**src/drive_comm_map.vh**
```
`ifndef DRIVE_COMM_MAP_VH
`define DRIVE_COMM_MAP_VH
// register addresses
`define ADDR_RUN_COMMAND 16'h2000
`define ADDR_FREQUENCY_SETPOINT 16'h2001
`define ADDR_LOOP_REFERENCE 16'h2002
`define ADDR_LOOP_FEEDBACK 16'h2003
`define ADDR_TORQUE_SETPOINT 16'h2004
`define ADDR_FORWARD_FREQ_LIMIT 16'h2005
`define ADDR_REVERSE_FREQ_LIMIT 16'h2006
`define ADDR_MOTORING_TORQUE_LIMIT 16'h2007
`define ADDR_BRAKING_TORQUE_LIMIT 16'h2008
`define ADDR_SPECIAL_CONTROL_WORD 16'h2009
`define ADDR_VIRTUAL_INPUTS 16'h200a
`define ADDR_VIRTUAL_OUTPUTS 16'h200b
`define ADDR_VOLTAGE_SETPOINT 16'h200c
`define ADDR_ANALOG_OUT_ONE 16'h200d
`define ADDR_ANALOG_OUT_TWO 16'h200e
`define ADDR_DRIVE_STATE_WORD 16'h2100
`define ADDR_DRIVE_CONDITION_WORD 16'h2101
`define ADDR_FAULT_NUMBER 16'h2102
`define ADDR_DEVICE_IDENT 16'h2103
`define ADDR_ACTUAL_FREQUENCY 16'h3000
`define ADDR_TARGET_FREQUENCY 16'h3001
`define ADDR_DC_LINK_VOLTAGE 16'h3002
// run command codes
`define CMD_RUN_FWD 16'h0001
`define CMD_RUN_REV 16'h0002
`define CMD_JOG_FWD 16'h0003
`define CMD_JOG_REV 16'h0004
`define CMD_STOP 16'h0005
`define CMD_COAST 16'h0006
`define CMD_FAULT_RESET 16'h0007
`define CMD_JOG_END 16'h0008
// state word codes
`define STATE_FWD 16'h0001
`define STATE_REV 16'h0002
`define STATE_STOPPED 16'h0003
`define STATE_FAULT 16'h0004
`define STATE_POWER_OFF 16'h0005
`define STATE_PRE_EXCITE 16'h0006
// value limits
`define LIMIT_PERCENT 16'd1000
`define LIMIT_TORQUE 16'd3000
`define LIMIT_VIRTUAL_INPUTS 16'h03ff
`define LIMIT_VIRTUAL_OUTPUTS 16'h000f
// special control word fields
`define SCW_MOTOR_LSB 0
`define SCW_MOTOR_MSB 1
`define SCW_SWITCHOVER_BIT 2
`define SCW_ENERGY_CLEAR_BIT 3
`define SCW_PRE_EXCITE_BIT 4
`define SCW_DC_BRAKE_BIT 5
`define SCW_USED_MASK 16'h003f
// virtual terminal fields
`define VIN_RESERVED_BIT 5
`define VOUT_TRANSISTOR_BIT 0
`define VOUT_RESERVED_BIT 1
`define VOUT_RELAY_ONE_BIT 2
`define VOUT_RELAY_TWO_BIT 3
// condition word fields
`define COND_READY_BIT 0
`define COND_MOTOR_LSB 1
`define COND_MOTOR_MSB 2
`define COND_SYNC_BIT 3
`define COND_OVERLOAD_BIT 4
`define COND_SOURCE_LSB 5
`define COND_SOURCE_MSB 6
`define COND_TORQUE_BIT 8
`define COND_POSITION_BIT 9
`define COND_METHOD_LSB 10
`define COND_METHOD_MSB 11
// reset values
`define RESET_ZERO 16'h0000
`endif
```
**src/drive_comm_control_map.v**
```verilog
// Operation
// - codes 1-4 start forward/reverse run or jog
// - codes 5-8 stop, coast, fault reset, end jog
// - 2001H holds link frequency setpoint
// - 2002H/2003H hold loop reference and feedback
// - 2004H holds signed torque setpoint
// - 2005H/2006H hold forward and reverse limits
// - 2007H/2008H hold motoring and braking torque limits
// - control word bits 1:0 select motor
// - bit2 allows switchover, bit3 clears energy
// - bit4 pre-excitation, bit5 DC braking
// - 200AH holds ten-bit virtual input pattern
// - 200BH holds four-bit virtual output pattern
// - 200CH holds separated output voltage setpoint
// - 200DH/200EH hold signed analog output setpoints
// - 2100H reports drive state code
// - 2101H reports ready, motor, motor type
// - 2101H reports overload alarm, command source
// - 2101H reports torque, position, control method
// - 2102H fault code, 2103H identification code
// - 3000H-3002H report frequencies and bus voltage
// - read-only registers refuse writes
`timescale 1ns/1ps
`include "drive_comm_map.vh"
module drive_comm_control_map #(
   parameter [15:0] IDENT_CODE = 16'h0a5a, // arbitrary value
   parameter [15:0] MAX_FREQUENCY = 16'd5000
) (
   // clock and reset
   input wire core_clk,
   input wire nrst,
   input wire clk_en,
   // register port from the frame handler
   input wire reg_wr,
   input wire reg_rd,
   input wire [15:0] reg_addr,
   input wire [15:0] reg_wdata,
   output reg [15:0] reg_rdata,
   output reg reg_ack,
   output reg reg_err,
   // drive state inputs from the controller core
   input wire is_running,
   input wire is_reverse,
   input wire is_faulted,
   input wire is_power_off,
   input wire is_pre_exciting,
   input wire ready_to_run,
   input wire [1:0] active_motor,
   input wire synchronous_motor,
   input wire overload_alarm,
   input wire [1:0] command_source,
   input wire torque_mode,
   input wire position_mode,
   input wire [1:0] control_method,
   input wire [15:0] fault_code,
   input wire [15:0] running_frequency,
   input wire [15:0] set_frequency,
   input wire [15:0] bus_voltage,
   // command pulses
   output reg run_forward,
   output reg run_reverse,
   output reg jog_forward,
   output reg jog_reverse,
   output reg stop_normal,
   output reg stop_coast,
   output reg fault_reset,
   output reg jog_end,
   output reg energy_clear,
   // setpoint levels
   output wire [15:0] frequency_setpoint,
   output wire [15:0] loop_reference,
   output wire [15:0] loop_feedback,
   output wire [15:0] torque_setpoint,
   output wire [15:0] forward_freq_limit,
   output wire [15:0] reverse_freq_limit,
   output wire [15:0] motoring_torque_limit,
   output wire [15:0] braking_torque_limit,
   output wire [15:0] voltage_setpoint,
   output wire [15:0] analog_out_one_setpoint,
   output wire [15:0] analog_out_two_setpoint,
   // special control word fields
   output reg [1:0] motor_select,
   output reg switchover_enable,
   output reg pre_excite_enable,
   output reg dc_brake_enable,
   // virtual terminals
   output reg [9:0] virtual_inputs,
   output reg relay_output_one,
   output reg relay_output_two,
   output reg transistor_output
);

reg [15:0] run_command;
reg [15:0] special_control_word;
reg [3:0] virtual_outputs;
reg [15:0] drive_state_word;
reg [15:0] drive_condition_word;
reg [15:0] next_rdata;
reg next_err;
reg wr_ok;
wire wr_accept;

// signed bound checks on two's complement values
function in_signed;
   input [15:0] value;
   input [15:0] bound;
   begin
      if (value[15])
         in_signed = ((~value) + 16'h0001) <= bound;
      else
         in_signed = value <= bound;
   end
endfunction

// state word priority: fault over power-off over pre-excitation over run
always @* begin
   if (is_faulted)
      drive_state_word = `STATE_FAULT;
   else if (is_power_off)
      drive_state_word = `STATE_POWER_OFF;
   else if (is_pre_exciting)
      drive_state_word = `STATE_PRE_EXCITE;
   else if (is_running && is_reverse)
      drive_state_word = `STATE_REV;
   else if (is_running)
      drive_state_word = `STATE_FWD;
   else
      drive_state_word = `STATE_STOPPED;
end

always @* begin
   drive_condition_word = `RESET_ZERO;
   drive_condition_word[`COND_READY_BIT] = ready_to_run;
   drive_condition_word[`COND_MOTOR_MSB:`COND_MOTOR_LSB] = active_motor;
   drive_condition_word[`COND_SYNC_BIT] = synchronous_motor;
   drive_condition_word[`COND_OVERLOAD_BIT] = overload_alarm;
   drive_condition_word[`COND_SOURCE_MSB:`COND_SOURCE_LSB] = command_source;
   drive_condition_word[`COND_TORQUE_BIT] = torque_mode;
   drive_condition_word[`COND_POSITION_BIT] = position_mode;
   drive_condition_word[`COND_METHOD_MSB:`COND_METHOD_LSB] = control_method;
end

// out-of-range values are refused whole rather than clipped
always @* begin
   case (reg_addr)
      `ADDR_RUN_COMMAND:
         wr_ok = reg_wdata >= `CMD_RUN_FWD && reg_wdata <= `CMD_JOG_END;
      `ADDR_FREQUENCY_SETPOINT, `ADDR_FORWARD_FREQ_LIMIT, `ADDR_REVERSE_FREQ_LIMIT:
         wr_ok = reg_wdata <= MAX_FREQUENCY;
      `ADDR_LOOP_REFERENCE, `ADDR_LOOP_FEEDBACK, `ADDR_VOLTAGE_SETPOINT:
         wr_ok = reg_wdata <= `LIMIT_PERCENT;
      `ADDR_TORQUE_SETPOINT:
         wr_ok = in_signed(reg_wdata, `LIMIT_TORQUE);
      `ADDR_MOTORING_TORQUE_LIMIT, `ADDR_BRAKING_TORQUE_LIMIT:
         wr_ok = reg_wdata <= `LIMIT_TORQUE;
      `ADDR_SPECIAL_CONTROL_WORD:
         wr_ok = 1'b1;
      `ADDR_VIRTUAL_INPUTS:
         wr_ok = reg_wdata <= `LIMIT_VIRTUAL_INPUTS;
      `ADDR_VIRTUAL_OUTPUTS:
         wr_ok = reg_wdata <= `LIMIT_VIRTUAL_OUTPUTS;
      `ADDR_ANALOG_OUT_ONE, `ADDR_ANALOG_OUT_TWO:
         wr_ok = in_signed(reg_wdata, `LIMIT_PERCENT);
      default:
         wr_ok = 1'b0;
   endcase
end

always @* begin
   next_err = 1'b0;
   case (reg_addr)
      `ADDR_RUN_COMMAND: next_rdata = run_command;
      `ADDR_FREQUENCY_SETPOINT: next_rdata = frequency_setpoint;
      `ADDR_LOOP_REFERENCE: next_rdata = loop_reference;
      `ADDR_LOOP_FEEDBACK: next_rdata = loop_feedback;
      `ADDR_TORQUE_SETPOINT: next_rdata = torque_setpoint;
      `ADDR_FORWARD_FREQ_LIMIT: next_rdata = forward_freq_limit;
      `ADDR_REVERSE_FREQ_LIMIT: next_rdata = reverse_freq_limit;
      `ADDR_MOTORING_TORQUE_LIMIT: next_rdata = motoring_torque_limit;
      `ADDR_BRAKING_TORQUE_LIMIT: next_rdata = braking_torque_limit;
      `ADDR_SPECIAL_CONTROL_WORD: next_rdata = special_control_word;
      `ADDR_VIRTUAL_INPUTS: next_rdata = {6'h00, virtual_inputs};
      `ADDR_VIRTUAL_OUTPUTS: next_rdata = {12'h000, virtual_outputs};
      `ADDR_VOLTAGE_SETPOINT: next_rdata = voltage_setpoint;
      `ADDR_ANALOG_OUT_ONE: next_rdata = analog_out_one_setpoint;
      `ADDR_ANALOG_OUT_TWO: next_rdata = analog_out_two_setpoint;
      `ADDR_DRIVE_STATE_WORD: next_rdata = drive_state_word;
      `ADDR_DRIVE_CONDITION_WORD: next_rdata = drive_condition_word;
      `ADDR_FAULT_NUMBER: next_rdata = fault_code;
      `ADDR_DEVICE_IDENT: next_rdata = IDENT_CODE;
      `ADDR_ACTUAL_FREQUENCY: next_rdata = running_frequency;
      `ADDR_TARGET_FREQUENCY: next_rdata = set_frequency;
      `ADDR_DC_LINK_VOLTAGE: next_rdata = bus_voltage;
      default: begin
         next_rdata = `RESET_ZERO;
         next_err = 1'b1;
      end
   endcase
end

always @(posedge core_clk or negedge nrst) begin
   if (!nrst) begin
      reg_rdata <= `RESET_ZERO;
      reg_ack <= 1'b0;
      reg_err <= 1'b0;
      run_command <= `RESET_ZERO;
      run_forward <= 1'b0;
      run_reverse <= 1'b0;
      jog_forward <= 1'b0;
      jog_reverse <= 1'b0;
      stop_normal <= 1'b0;
      stop_coast <= 1'b0;
      fault_reset <= 1'b0;
      jog_end <= 1'b0;
      energy_clear <= 1'b0;
      special_control_word <= `RESET_ZERO;
      motor_select <= 2'b00;
      switchover_enable <= 1'b0;
      pre_excite_enable <= 1'b0;
      dc_brake_enable <= 1'b0;
      virtual_inputs <= 10'h000;
      virtual_outputs <= 4'h0;
      relay_output_one <= 1'b0;
      relay_output_two <= 1'b0;
      transistor_output <= 1'b0;
   end else if (clk_en) begin
      reg_ack <= reg_wr | reg_rd;
      reg_err <= 1'b0;
      run_forward <= 1'b0;
      run_reverse <= 1'b0;
      jog_forward <= 1'b0;
      jog_reverse <= 1'b0;
      stop_normal <= 1'b0;
      stop_coast <= 1'b0;
      fault_reset <= 1'b0;
      jog_end <= 1'b0;
      energy_clear <= 1'b0;
      if (reg_rd && !reg_wr) begin
         reg_rdata <= next_rdata;
         reg_err <= next_err;
      end
      if (reg_wr && !wr_ok) begin
         reg_err <= 1'b1;
      end
      if (reg_wr && wr_ok) begin
         reg_rdata <= reg_wdata;
         case (reg_addr)
            `ADDR_RUN_COMMAND: begin
               run_command <= reg_wdata;
               case (reg_wdata)
                  `CMD_RUN_FWD: run_forward <= 1'b1;
                  `CMD_RUN_REV: run_reverse <= 1'b1;
                  `CMD_JOG_FWD: jog_forward <= 1'b1;
                  `CMD_JOG_REV: jog_reverse <= 1'b1;
                  `CMD_STOP: stop_normal <= 1'b1;
                  `CMD_COAST: stop_coast <= 1'b1;
                  `CMD_FAULT_RESET: fault_reset <= 1'b1;
                  `CMD_JOG_END: jog_end <= 1'b1;
                  default: jog_end <= 1'b0;
               endcase
            end
            `ADDR_SPECIAL_CONTROL_WORD: begin
               special_control_word <= reg_wdata & `SCW_USED_MASK;
               motor_select <= reg_wdata[`SCW_MOTOR_MSB:`SCW_MOTOR_LSB];
               switchover_enable <= reg_wdata[`SCW_SWITCHOVER_BIT];
               // clear is a pulse; data is kept while the bit stays low
               energy_clear <= reg_wdata[`SCW_ENERGY_CLEAR_BIT];
               pre_excite_enable <= reg_wdata[`SCW_PRE_EXCITE_BIT];
               dc_brake_enable <= reg_wdata[`SCW_DC_BRAKE_BIT];
            end
            `ADDR_VIRTUAL_INPUTS: begin
               virtual_inputs <= reg_wdata[9:0];
               virtual_inputs[`VIN_RESERVED_BIT] <= 1'b0;
            end
            `ADDR_VIRTUAL_OUTPUTS: begin
               virtual_outputs <= reg_wdata[3:0] & 4'hd;
               transistor_output <= reg_wdata[`VOUT_TRANSISTOR_BIT];
               relay_output_one <= reg_wdata[`VOUT_RELAY_ONE_BIT];
               relay_output_two <= reg_wdata[`VOUT_RELAY_TWO_BIT];
            end
            // setpoint words load in their own instances below
            default: reg_err <= 1'b0;
         endcase
      end
   end
end

// only range-checked writes reach the setpoint words
assign wr_accept = reg_wr && wr_ok;

setpoint_word #(.ADDR(`ADDR_FREQUENCY_SETPOINT)) u_frequency_setpoint (
   .core_clk(core_clk), .nrst(nrst), .clk_en(clk_en),
   .load(wr_accept), .addr(reg_addr), .wdata(reg_wdata),
   .value(frequency_setpoint));

setpoint_word #(.ADDR(`ADDR_LOOP_REFERENCE)) u_loop_reference (
   .core_clk(core_clk), .nrst(nrst), .clk_en(clk_en),
   .load(wr_accept), .addr(reg_addr), .wdata(reg_wdata),
   .value(loop_reference));

setpoint_word #(.ADDR(`ADDR_LOOP_FEEDBACK)) u_loop_feedback (
   .core_clk(core_clk), .nrst(nrst), .clk_en(clk_en),
   .load(wr_accept), .addr(reg_addr), .wdata(reg_wdata),
   .value(loop_feedback));

setpoint_word #(.ADDR(`ADDR_TORQUE_SETPOINT)) u_torque_setpoint (
   .core_clk(core_clk), .nrst(nrst), .clk_en(clk_en),
   .load(wr_accept), .addr(reg_addr), .wdata(reg_wdata),
   .value(torque_setpoint));

setpoint_word #(.ADDR(`ADDR_FORWARD_FREQ_LIMIT)) u_forward_freq_limit (
   .core_clk(core_clk), .nrst(nrst), .clk_en(clk_en),
   .load(wr_accept), .addr(reg_addr), .wdata(reg_wdata),
   .value(forward_freq_limit));

setpoint_word #(.ADDR(`ADDR_REVERSE_FREQ_LIMIT)) u_reverse_freq_limit (
   .core_clk(core_clk), .nrst(nrst), .clk_en(clk_en),
   .load(wr_accept), .addr(reg_addr), .wdata(reg_wdata),
   .value(reverse_freq_limit));

setpoint_word #(.ADDR(`ADDR_MOTORING_TORQUE_LIMIT)) u_motoring_torque_limit (
   .core_clk(core_clk), .nrst(nrst), .clk_en(clk_en),
   .load(wr_accept), .addr(reg_addr), .wdata(reg_wdata),
   .value(motoring_torque_limit));

setpoint_word #(.ADDR(`ADDR_BRAKING_TORQUE_LIMIT)) u_braking_torque_limit (
   .core_clk(core_clk), .nrst(nrst), .clk_en(clk_en),
   .load(wr_accept), .addr(reg_addr), .wdata(reg_wdata),
   .value(braking_torque_limit));

setpoint_word #(.ADDR(`ADDR_VOLTAGE_SETPOINT)) u_voltage_setpoint (
   .core_clk(core_clk), .nrst(nrst), .clk_en(clk_en),
   .load(wr_accept), .addr(reg_addr), .wdata(reg_wdata),
   .value(voltage_setpoint));

setpoint_word #(.ADDR(`ADDR_ANALOG_OUT_ONE)) u_analog_out_one_setpoint (
   .core_clk(core_clk), .nrst(nrst), .clk_en(clk_en),
   .load(wr_accept), .addr(reg_addr), .wdata(reg_wdata),
   .value(analog_out_one_setpoint));

setpoint_word #(.ADDR(`ADDR_ANALOG_OUT_TWO)) u_analog_out_two_setpoint (
   .core_clk(core_clk), .nrst(nrst), .clk_en(clk_en),
   .load(wr_accept), .addr(reg_addr), .wdata(reg_wdata),
   .value(analog_out_two_setpoint));

endmodule // drive_comm_control_map

// one link-writable setpoint word; the caller checks the range
module setpoint_word #(
   parameter [15:0] ADDR = 16'h0000
) (
   // clock and reset
   input wire core_clk,
   input wire nrst,
   input wire clk_en,
   // accepted write from the register port
   input wire load,
   input wire [15:0] addr,
   input wire [15:0] wdata,
   // stored word
   output reg [15:0] value
);

// a write to any other word leaves this one untouched
always @(posedge core_clk or negedge nrst) begin
   if (!nrst) begin
      value <= `RESET_ZERO;
   end else if (clk_en && load && addr == ADDR) begin
      value <= wdata;
   end
end

endmodule // setpoint_word

```
**config.mk**
```make
export PLATFORM = sky130hd
export DESIGN_NAME = drive_comm_control_map
export DESIGN_NICKNAME = d
export VERILOG_FILES = /design/src/drive_comm_control_map.v
export VERILOG_INCLUDE_DIRS = /design/src
export SDC_FILE = /design/constraint.sdc
export NUM_CORES = 1
export LEC_CHECK = 0
export BUFFER_PORTS_ARGS = -buffer_cell sky130_fd_sc_hd__buf_2
export CAP_MARGIN = 30
export CORE_MARGIN = 4
export CORE_UTILIZATION = 43
export CTS_CLUSTER_DIAMETER = 80
export DETAILED_ROUTE_END_ITERATION = 7
export PLACE_DENSITY = 0.8
export SLEW_MARGIN = 20
export SYNTH_ARGS = -nofsm -noshare
export SYNTH_HDL_FRONTEND = slang
export SYNTH_SLANG_ARGS = --single-unit
```
**constraint.sdc**
```tcl
create_clock -name core_clk -period 1.76 [get_ports core_clk]
set_input_delay 0.352 -clock core_clk [delete_from_list [all_inputs] [get_ports core_clk]]
set_output_delay 0.352 -clock core_clk [all_outputs]
set_load 0.01 [all_outputs]
```
== Yosys cells after proc, flatten, opt, wreduce, memory -nomap -nowiden ==
Index checks and enable logic that the tools add are counted.
W data, S select, Z words.

* Add/subtract/negate cells: 1
* Magnitude comparators: 9
* Equal/unequal tests: 30
* Muxes and demuxes: 42
* Bitwise logic cells: 2
* Reductions and logical operators: 31

{| class="wikitable"
|+ Operator list
! kind !! number
|-
| $eq A16 B14 Y1 const B || 22
|-
| $pmux W16 S22 || 1
|-
| $eq A16 B3 Y1 const B || 4
|-
| $mux W16 || 4
|-
| $le A16 B10 Y1 const B || 3
|-
| $mux W1 || 33
|-
| $eq A16 B2 Y1 const B || 2
|-
| $le A16 B12 Y1 const B || 2
|-
| $le A16 B4 Y1 const B || 2
|-
| $reduce_or A22 Y1 || 1
|-
| $logic_and A1 B1 Y1 || 17
|-
| $add A16 B1 Y16 const B || 1
|-
| $eq A16 B1 Y1 const B || 1
|-
| $eq A16 B4 Y1 const B || 1
|-
| $ge A16 B1 Y1 const B || 1
|-
| $le A16 B13 Y1 const B || 1
|-
| $not A16 Y16 || 1
|-
| $reduce_and A3 Y1 || 4
|-
| $pmux W1 S9 || 1
|-
| $reduce_or A3 Y1 || 2
|-
| $mux W2 || 2
|-
| $reduce_or A2 Y1 || 2
|-
| $reduce_or A4 Y1 || 1
|-
| $mux W3 || 1
|-
| other kinds (4) || 5
|}

* Flip-flop bits (word level): 245
* Bits of input ports: 117
* Output and inout bits: 221
* Word-level logic and storage cells: 149

== Longest topological paths before layout ==
* Word-level depth: 10
* Mapped depth: 14
* Mapped depth without buffers: 10

== Hierarchy ==
A second synthesis with hierarchy kept.

* Cells, all modules: 1072
* Area total of the unflattened synthesis: 13271.5 sq um

{| class="wikitable"
|+ Modules (own cells, without submodules)
! module !! times used !! cells an instance !! area an instance (sq um) !! seq. area each (sq um)
|-
| drive_comm_control_map || 1 || 640 || 5461.5 || 1526.5
|-
| setpoint_word at u_analog_out_one_setpoint ... || 4 || 39 || 718.2 || 400.4
|-
| setpoint_word at u_forward_freq_limit ... || 2 || 39 || 720.7 || 400.4
|-
| setpoint_word at u_frequency_setpoint ... || 2 || 40 || 708.2 || 400.4
|-
| setpoint_word at u_voltage_setpoint || 1 || 39 || 715.7 || 400.4
|-
| setpoint_word at u_loop_feedback || 1 || 40 || 703.2 || 400.4
|-
| setpoint_word at u_motoring_torque_limit || 1 || 39 || 660.6 || 400.4
|}

== Worst setup path before layout ==
OpenSTA, ideal clock, no wires.

* Kind: input-to-reg
* Start point: input reg_wdata[0]
* End point: register u_frequency_setpoint.value[10]
* Setup time: 125 ps
* Data arrival time: 3292 ps
* Data required time: 1635 ps
* Slack: -1657 ps
* Stages: 14
* Buffers on the path: 4
* Cell sequence: clkbuf_1 -> inv_1 -> ha_1 -> or3b_2 -> o31ai_1 -> o2111ai_1 -> o311ai_1 -> nand3_1 -> a31o_1 -> buf_6 -> buf_12 -> nand3_4 -> buf_6 -> mux2_4

* Longest elaborated chain between the ends: 8
* Elaborated cells on any way between the ends: 18
* Those cells by class: add/sub (1); order compare (9); mux (3); bitwise (1); reduce/logical (4)

{| class="wikitable"
|+ RTL lines
! what !! line !! source
|-
| from (decl) || drive_comm_control_map.v:37 || <nowiki>input wire [15:0] reg_wdata,</nowiki>
|-
| $not A16 Y16 || drive_comm_control_map.v:109 || <nowiki>in_signed = ((~value) + 16'h0001) <= bound;</nowiki>
|-
| $add A16 B1 Y16 || drive_comm_control_map.v:109 ||
|-
| $le A16 B10 Y1 or $le A16 B12 Y1 (tied branches) || drive_comm_control_map.v:109 ||
|-
| $mux W1 || drive_comm_control_map.v:108 || <nowiki>if (value[15])</nowiki>
|-
| $pmux W1 S9 * || drive_comm_control_map.v:145 || <nowiki>case (reg_addr)</nowiki>
|-
| $logic_and A1 B1 Y1 * || drive_comm_control_map.v:289 || <nowiki>assign wr_accept = reg_wr && wr_ok;</nowiki>
|-
| $logic_and A1 B1 Y1 * (2 in a row) || drive_comm_control_map.v:368 || <nowiki>end else if (clk_en && load && addr == ADDR) begin</nowiki>
|-
| to (signal assigned) || drive_comm_control_map.v:367 || <nowiki>value <= `RESET_ZERO;</nowiki>
|-
| to (signal assigned) || drive_comm_control_map.v:369 || <nowiki>value <= wdata;</nowiki>
|-
| to (decl) || drive_comm_control_map.v:361 || <nowiki>output reg [15:0] value</nowiki>
|}

Every way passes the cells marked *; elsewhere a longest branch is shown, timed or not.
A chain may end at the register's enable or synchronous reset.

== Final worst setup path ==
* Start point: input reg_wdata[0]
* End point: register u_forward_freq_limit.value[10]

* Longest elaborated chain between the ends: 8
* Elaborated cells on any way between the ends: 18
* Those cells by class: add/sub (1); order compare (9); mux (3); bitwise (1); reduce/logical (4)

{| class="wikitable"
|+ RTL lines
! what !! line
|-
| $not A16 Y16 || drive_comm_control_map.v:109
|-
| $add A16 B1 Y16 || drive_comm_control_map.v:109
|-
| $le A16 B10 Y1 or $le A16 B12 Y1 (tied branches) || drive_comm_control_map.v:109
|-
| $mux W1 || drive_comm_control_map.v:108
|-
| $pmux W1 S9 * || drive_comm_control_map.v:145
|-
| $logic_and A1 B1 Y1 * || drive_comm_control_map.v:289
|-
| $logic_and A1 B1 Y1 * (2 in a row) || drive_comm_control_map.v:368
|-
| to (signal assigned) || drive_comm_control_map.v:367
|-
| to (signal assigned) || drive_comm_control_map.v:369
|-
| to (decl) || drive_comm_control_map.v:361
|}

Marked as above.

==> flow_summary.ini <==
[status]
status = finished, violations left
violations = DRC, setup timing

[yosys]
syn_nets = 1170
synth-main-ff-cell = dfrtp_1
synth_warnings = 0
yosys-top-cells-count = 237 x dfrtp_1, 132 x mux2_2, 67 x clkbuf_1, 52 x and2_1, 51 x a22oi_1
synth.yosys.seq_area_share = 0.486
yosysMostFrequentCell = dfrtp_1
synth-edff-count = 0
ys_types = 78
synthesis.area_mm2 = 0.0122
synth.avg_cell_area_um2 = 11.7
yosysTopAreaCell = dfrtp_1
synth-seq-cells = 237
async_flop_share = 1.00
synthTopCellsByArea = dfrtp_1 49%, mux2_2 12%, mux2_4 3.8%
synth_cells = 1048
yosysTopAreaCellShare = 0.486

[pwr]
comb_power_share = 0.100
p_leak_uw = 0.0106
internal_power_uw = 9150
clkPwrFrac = 0.450
seq_power_share = 0.450
p_switching_uw = 2980
power.density_mw_per_mm2 = 612
peakVddDrop_v = 0.000619
swShare = 0.246

[setup_path]
cp.required_ns = 2.17
worst-endpoint-arrival_ns = 3.08
worstSetupPathType = in -> reg
start_kind = input pin
ff2ff_path_depth = 7
end_kind = flop
crit_path_max_fanout = 7

[clocking]
cts_tree = yes
clockBufferDepth = 3
htreeDepth = 1
cts_made_buffers = 25
clk_latency_ns = 0.53
clk_root_buffer_cell = clkbuf_16
clkTransAtPathRegs_ns = 0.06
cts_sinks = 237

[floorplanning]
dieArea_mm2 = 0.0312
die_y_um = 177
num_rows = 61
io_pins = 338
initial_core_util = 0.437
coreArea_mm2 = 0.0279
die-width_um = 177

[worst_hold_path]
min_path_cells = 4
hold_path.class = in -> reg

[detailed_routing]
vias = 13600
drtPass1Iterations = 8
postRouteAntennaNets = 0
drt_iter0_markers = 1992
routedWlPerCell_um = 29.0
routed_via_density = 6.46
drc = 7
drt_wl_total_um = 60900

[global_routing]
grt-ovfl-total = 0
grt_pass1_wl_um = 85500
antenna_found_initial = 0
grt_usage = 0.362
grt_pass1_vias = 13600
grt_max_degree = 63

[sta]
final.setup.worst_slack_ns = -0.918
drv_slew = 0
clock.fmax_mhz = 373
tightest_slew_ns = 0.673
relSlewSlack = 0.551
fin_crit_sh = 1.52
rsz0062_at_grt = true
fin_crit_ns = 2.68
finalSetupViolations = 235
hold_slack_ns = 0.183
hold_violations = 0
finClkSkew_ns = 0.00921

[finish]
n_antenna_cell = 0
layoutNonFillerInstCount = 2100
final_util = 0.710
finalNetCount = 1829
drive_above_1_share = 0.622
area_growth_pct = 62.4

[run]
cap_violations = 0

[placed_design]
dp.final_hpwl_um = 43000
numPortBuffers = 336
dp_cells = 2015
gp_congestion = 1.02
==> what timing repair did <==
action,4_1_cts,5_1_grt
endpoints found under the hold margin,52,0
gates cloned,4,4
endpoints found under the setup margin,232,236
hold buffers,1,0
gates resized for setup,164,156
pin swaps,27,45
buffers inserted,18,22
==> logic make-up after synthesis <==
group,Yosys count,share of synthesized area
other,1,0.000307
buffers and inverters,104,0.0393
muxes,175,0.170
adders and majority gates,5,0.00512
DFF,237,0.486
xor gates and xnor gates,3,0.00215
AOI/OAI and AO/OA,219,0.143
and+or+nand+nor,304,0.155
==> power groups by stage <==
| stage | registers (uW) | clock network (uW) | logic (uW) |
|---|---|---|---|
| 4_1_cts | 5460 | 5460 | 1080 |
| 6_report | 5460 | 5460 | 1210 |
| 3_3_place_gp | 5560 | 0 | 999 |
| 2_1_floorplan | 5570 | 0 | 306 |
| 5_1_grt | 5460 | 5670 | 1260 |
| 3_5_place_dp | 5560 | 0 | 1010 |
==> final timing paths <==
| path | end | slack [ns] | startpoint |
|---|---|---|---|
| worst max-delay path | u_forward_freq_limit.value[10]$_DFFE_PN0P_ | -0.92 | reg_wdata[0] |
| worst min-delay path | special_control_word[1]$_DFFE_PN0P_ | 0.18 | reg_wdata[1] |
| worst max register to register | reg_rdata[3]$_DFFE_PN0P_ | -0.51 | run_command[3]$_DFFE_PN0P_ |
| worst min register to register | reg_rdata[9]$_DFFE_PN0P_ | 0.49 | reg_rdata[9]$_DFFE_PN0P_ |
| max in group asynchronous | reg_rdata[10]$_DFFE_PN0P_ | 0.78 | nrst |
| min in group asynchronous | u_analog_out_two_setpoint.value[8]$_DFFE_PN0P_ | 0.38 | nrst |
==> per-stage QoR <==
| step | power [uW] | setup TNS (ns) | instance area, um^2 | setup slack, ns |
|---|---|---|---|---|
| 2_1_floorplan | 5870 | -282.22 | 12600 | -1.41 |
| 3_3_place_gp | 6560 | -356.74 | 17200 | -1.71 |
| 3_5_place_dp | 6580 | -350.38 | 17200 | -1.67 |
| 4_1_cts | 12000 | -170.62 | 18900 | -0.853 |
| 5_1_grt | 12400 | -195.07 | 19800 | -0.941 |
| 6_report | 12100 | -186.75 | 19800 | -0.918 |
==> metal layers <==
metal,track usage,vias up,part of all wire
met3,0.0850,313,0.12
met2,0.560,1226,0.45
met1,0.478,6674,0.37
met5,0,-,0
met4,0.183,0,0.065
li1,-,5357,-
==> placed cells by master, fill, tap and decap left out, types with 15 or more instances in the layout <==
master,count
nand4_1,21
and2_1,38
buf_6,34
a222oi_1,22
mux2_4,152
a22oi_1,49
buf_2,324
clkbuf_16,29
o21ai_1,17
nor2_1,15
dfrtp_1,237
a221oi_1,16
nand2_1,45
a22o_1,27
nor3_1,16
buf_12,32
nand3_4,15
buf_4,312
==> area by class of cell <==
class                   instances  area, um^2
multi-input cells             707        7180
fillers                      1919        8100
well taps                     378         473
clock buffers                  32         692
inverters                      16        80.1
clock inverters                10         136
flip-flops and latches        237        5930
repair buffers                720        5340
==> critical path: stages <==
cell and delay [ns]:
buf_12 0.11, clkinv_8 0.04, ha_4 0.12, or3b_4 0.40, o31ai_4 0.27, o2111ai_4 0.19, o211ai_1 0.33, nand3_2 0.16
a31o_4 0.29, buf_6 0.17, nand3_4 0.15, buf_12 0.17, mux2_4 0.32
Note: power is estimated with default switching activity, not from simulation.
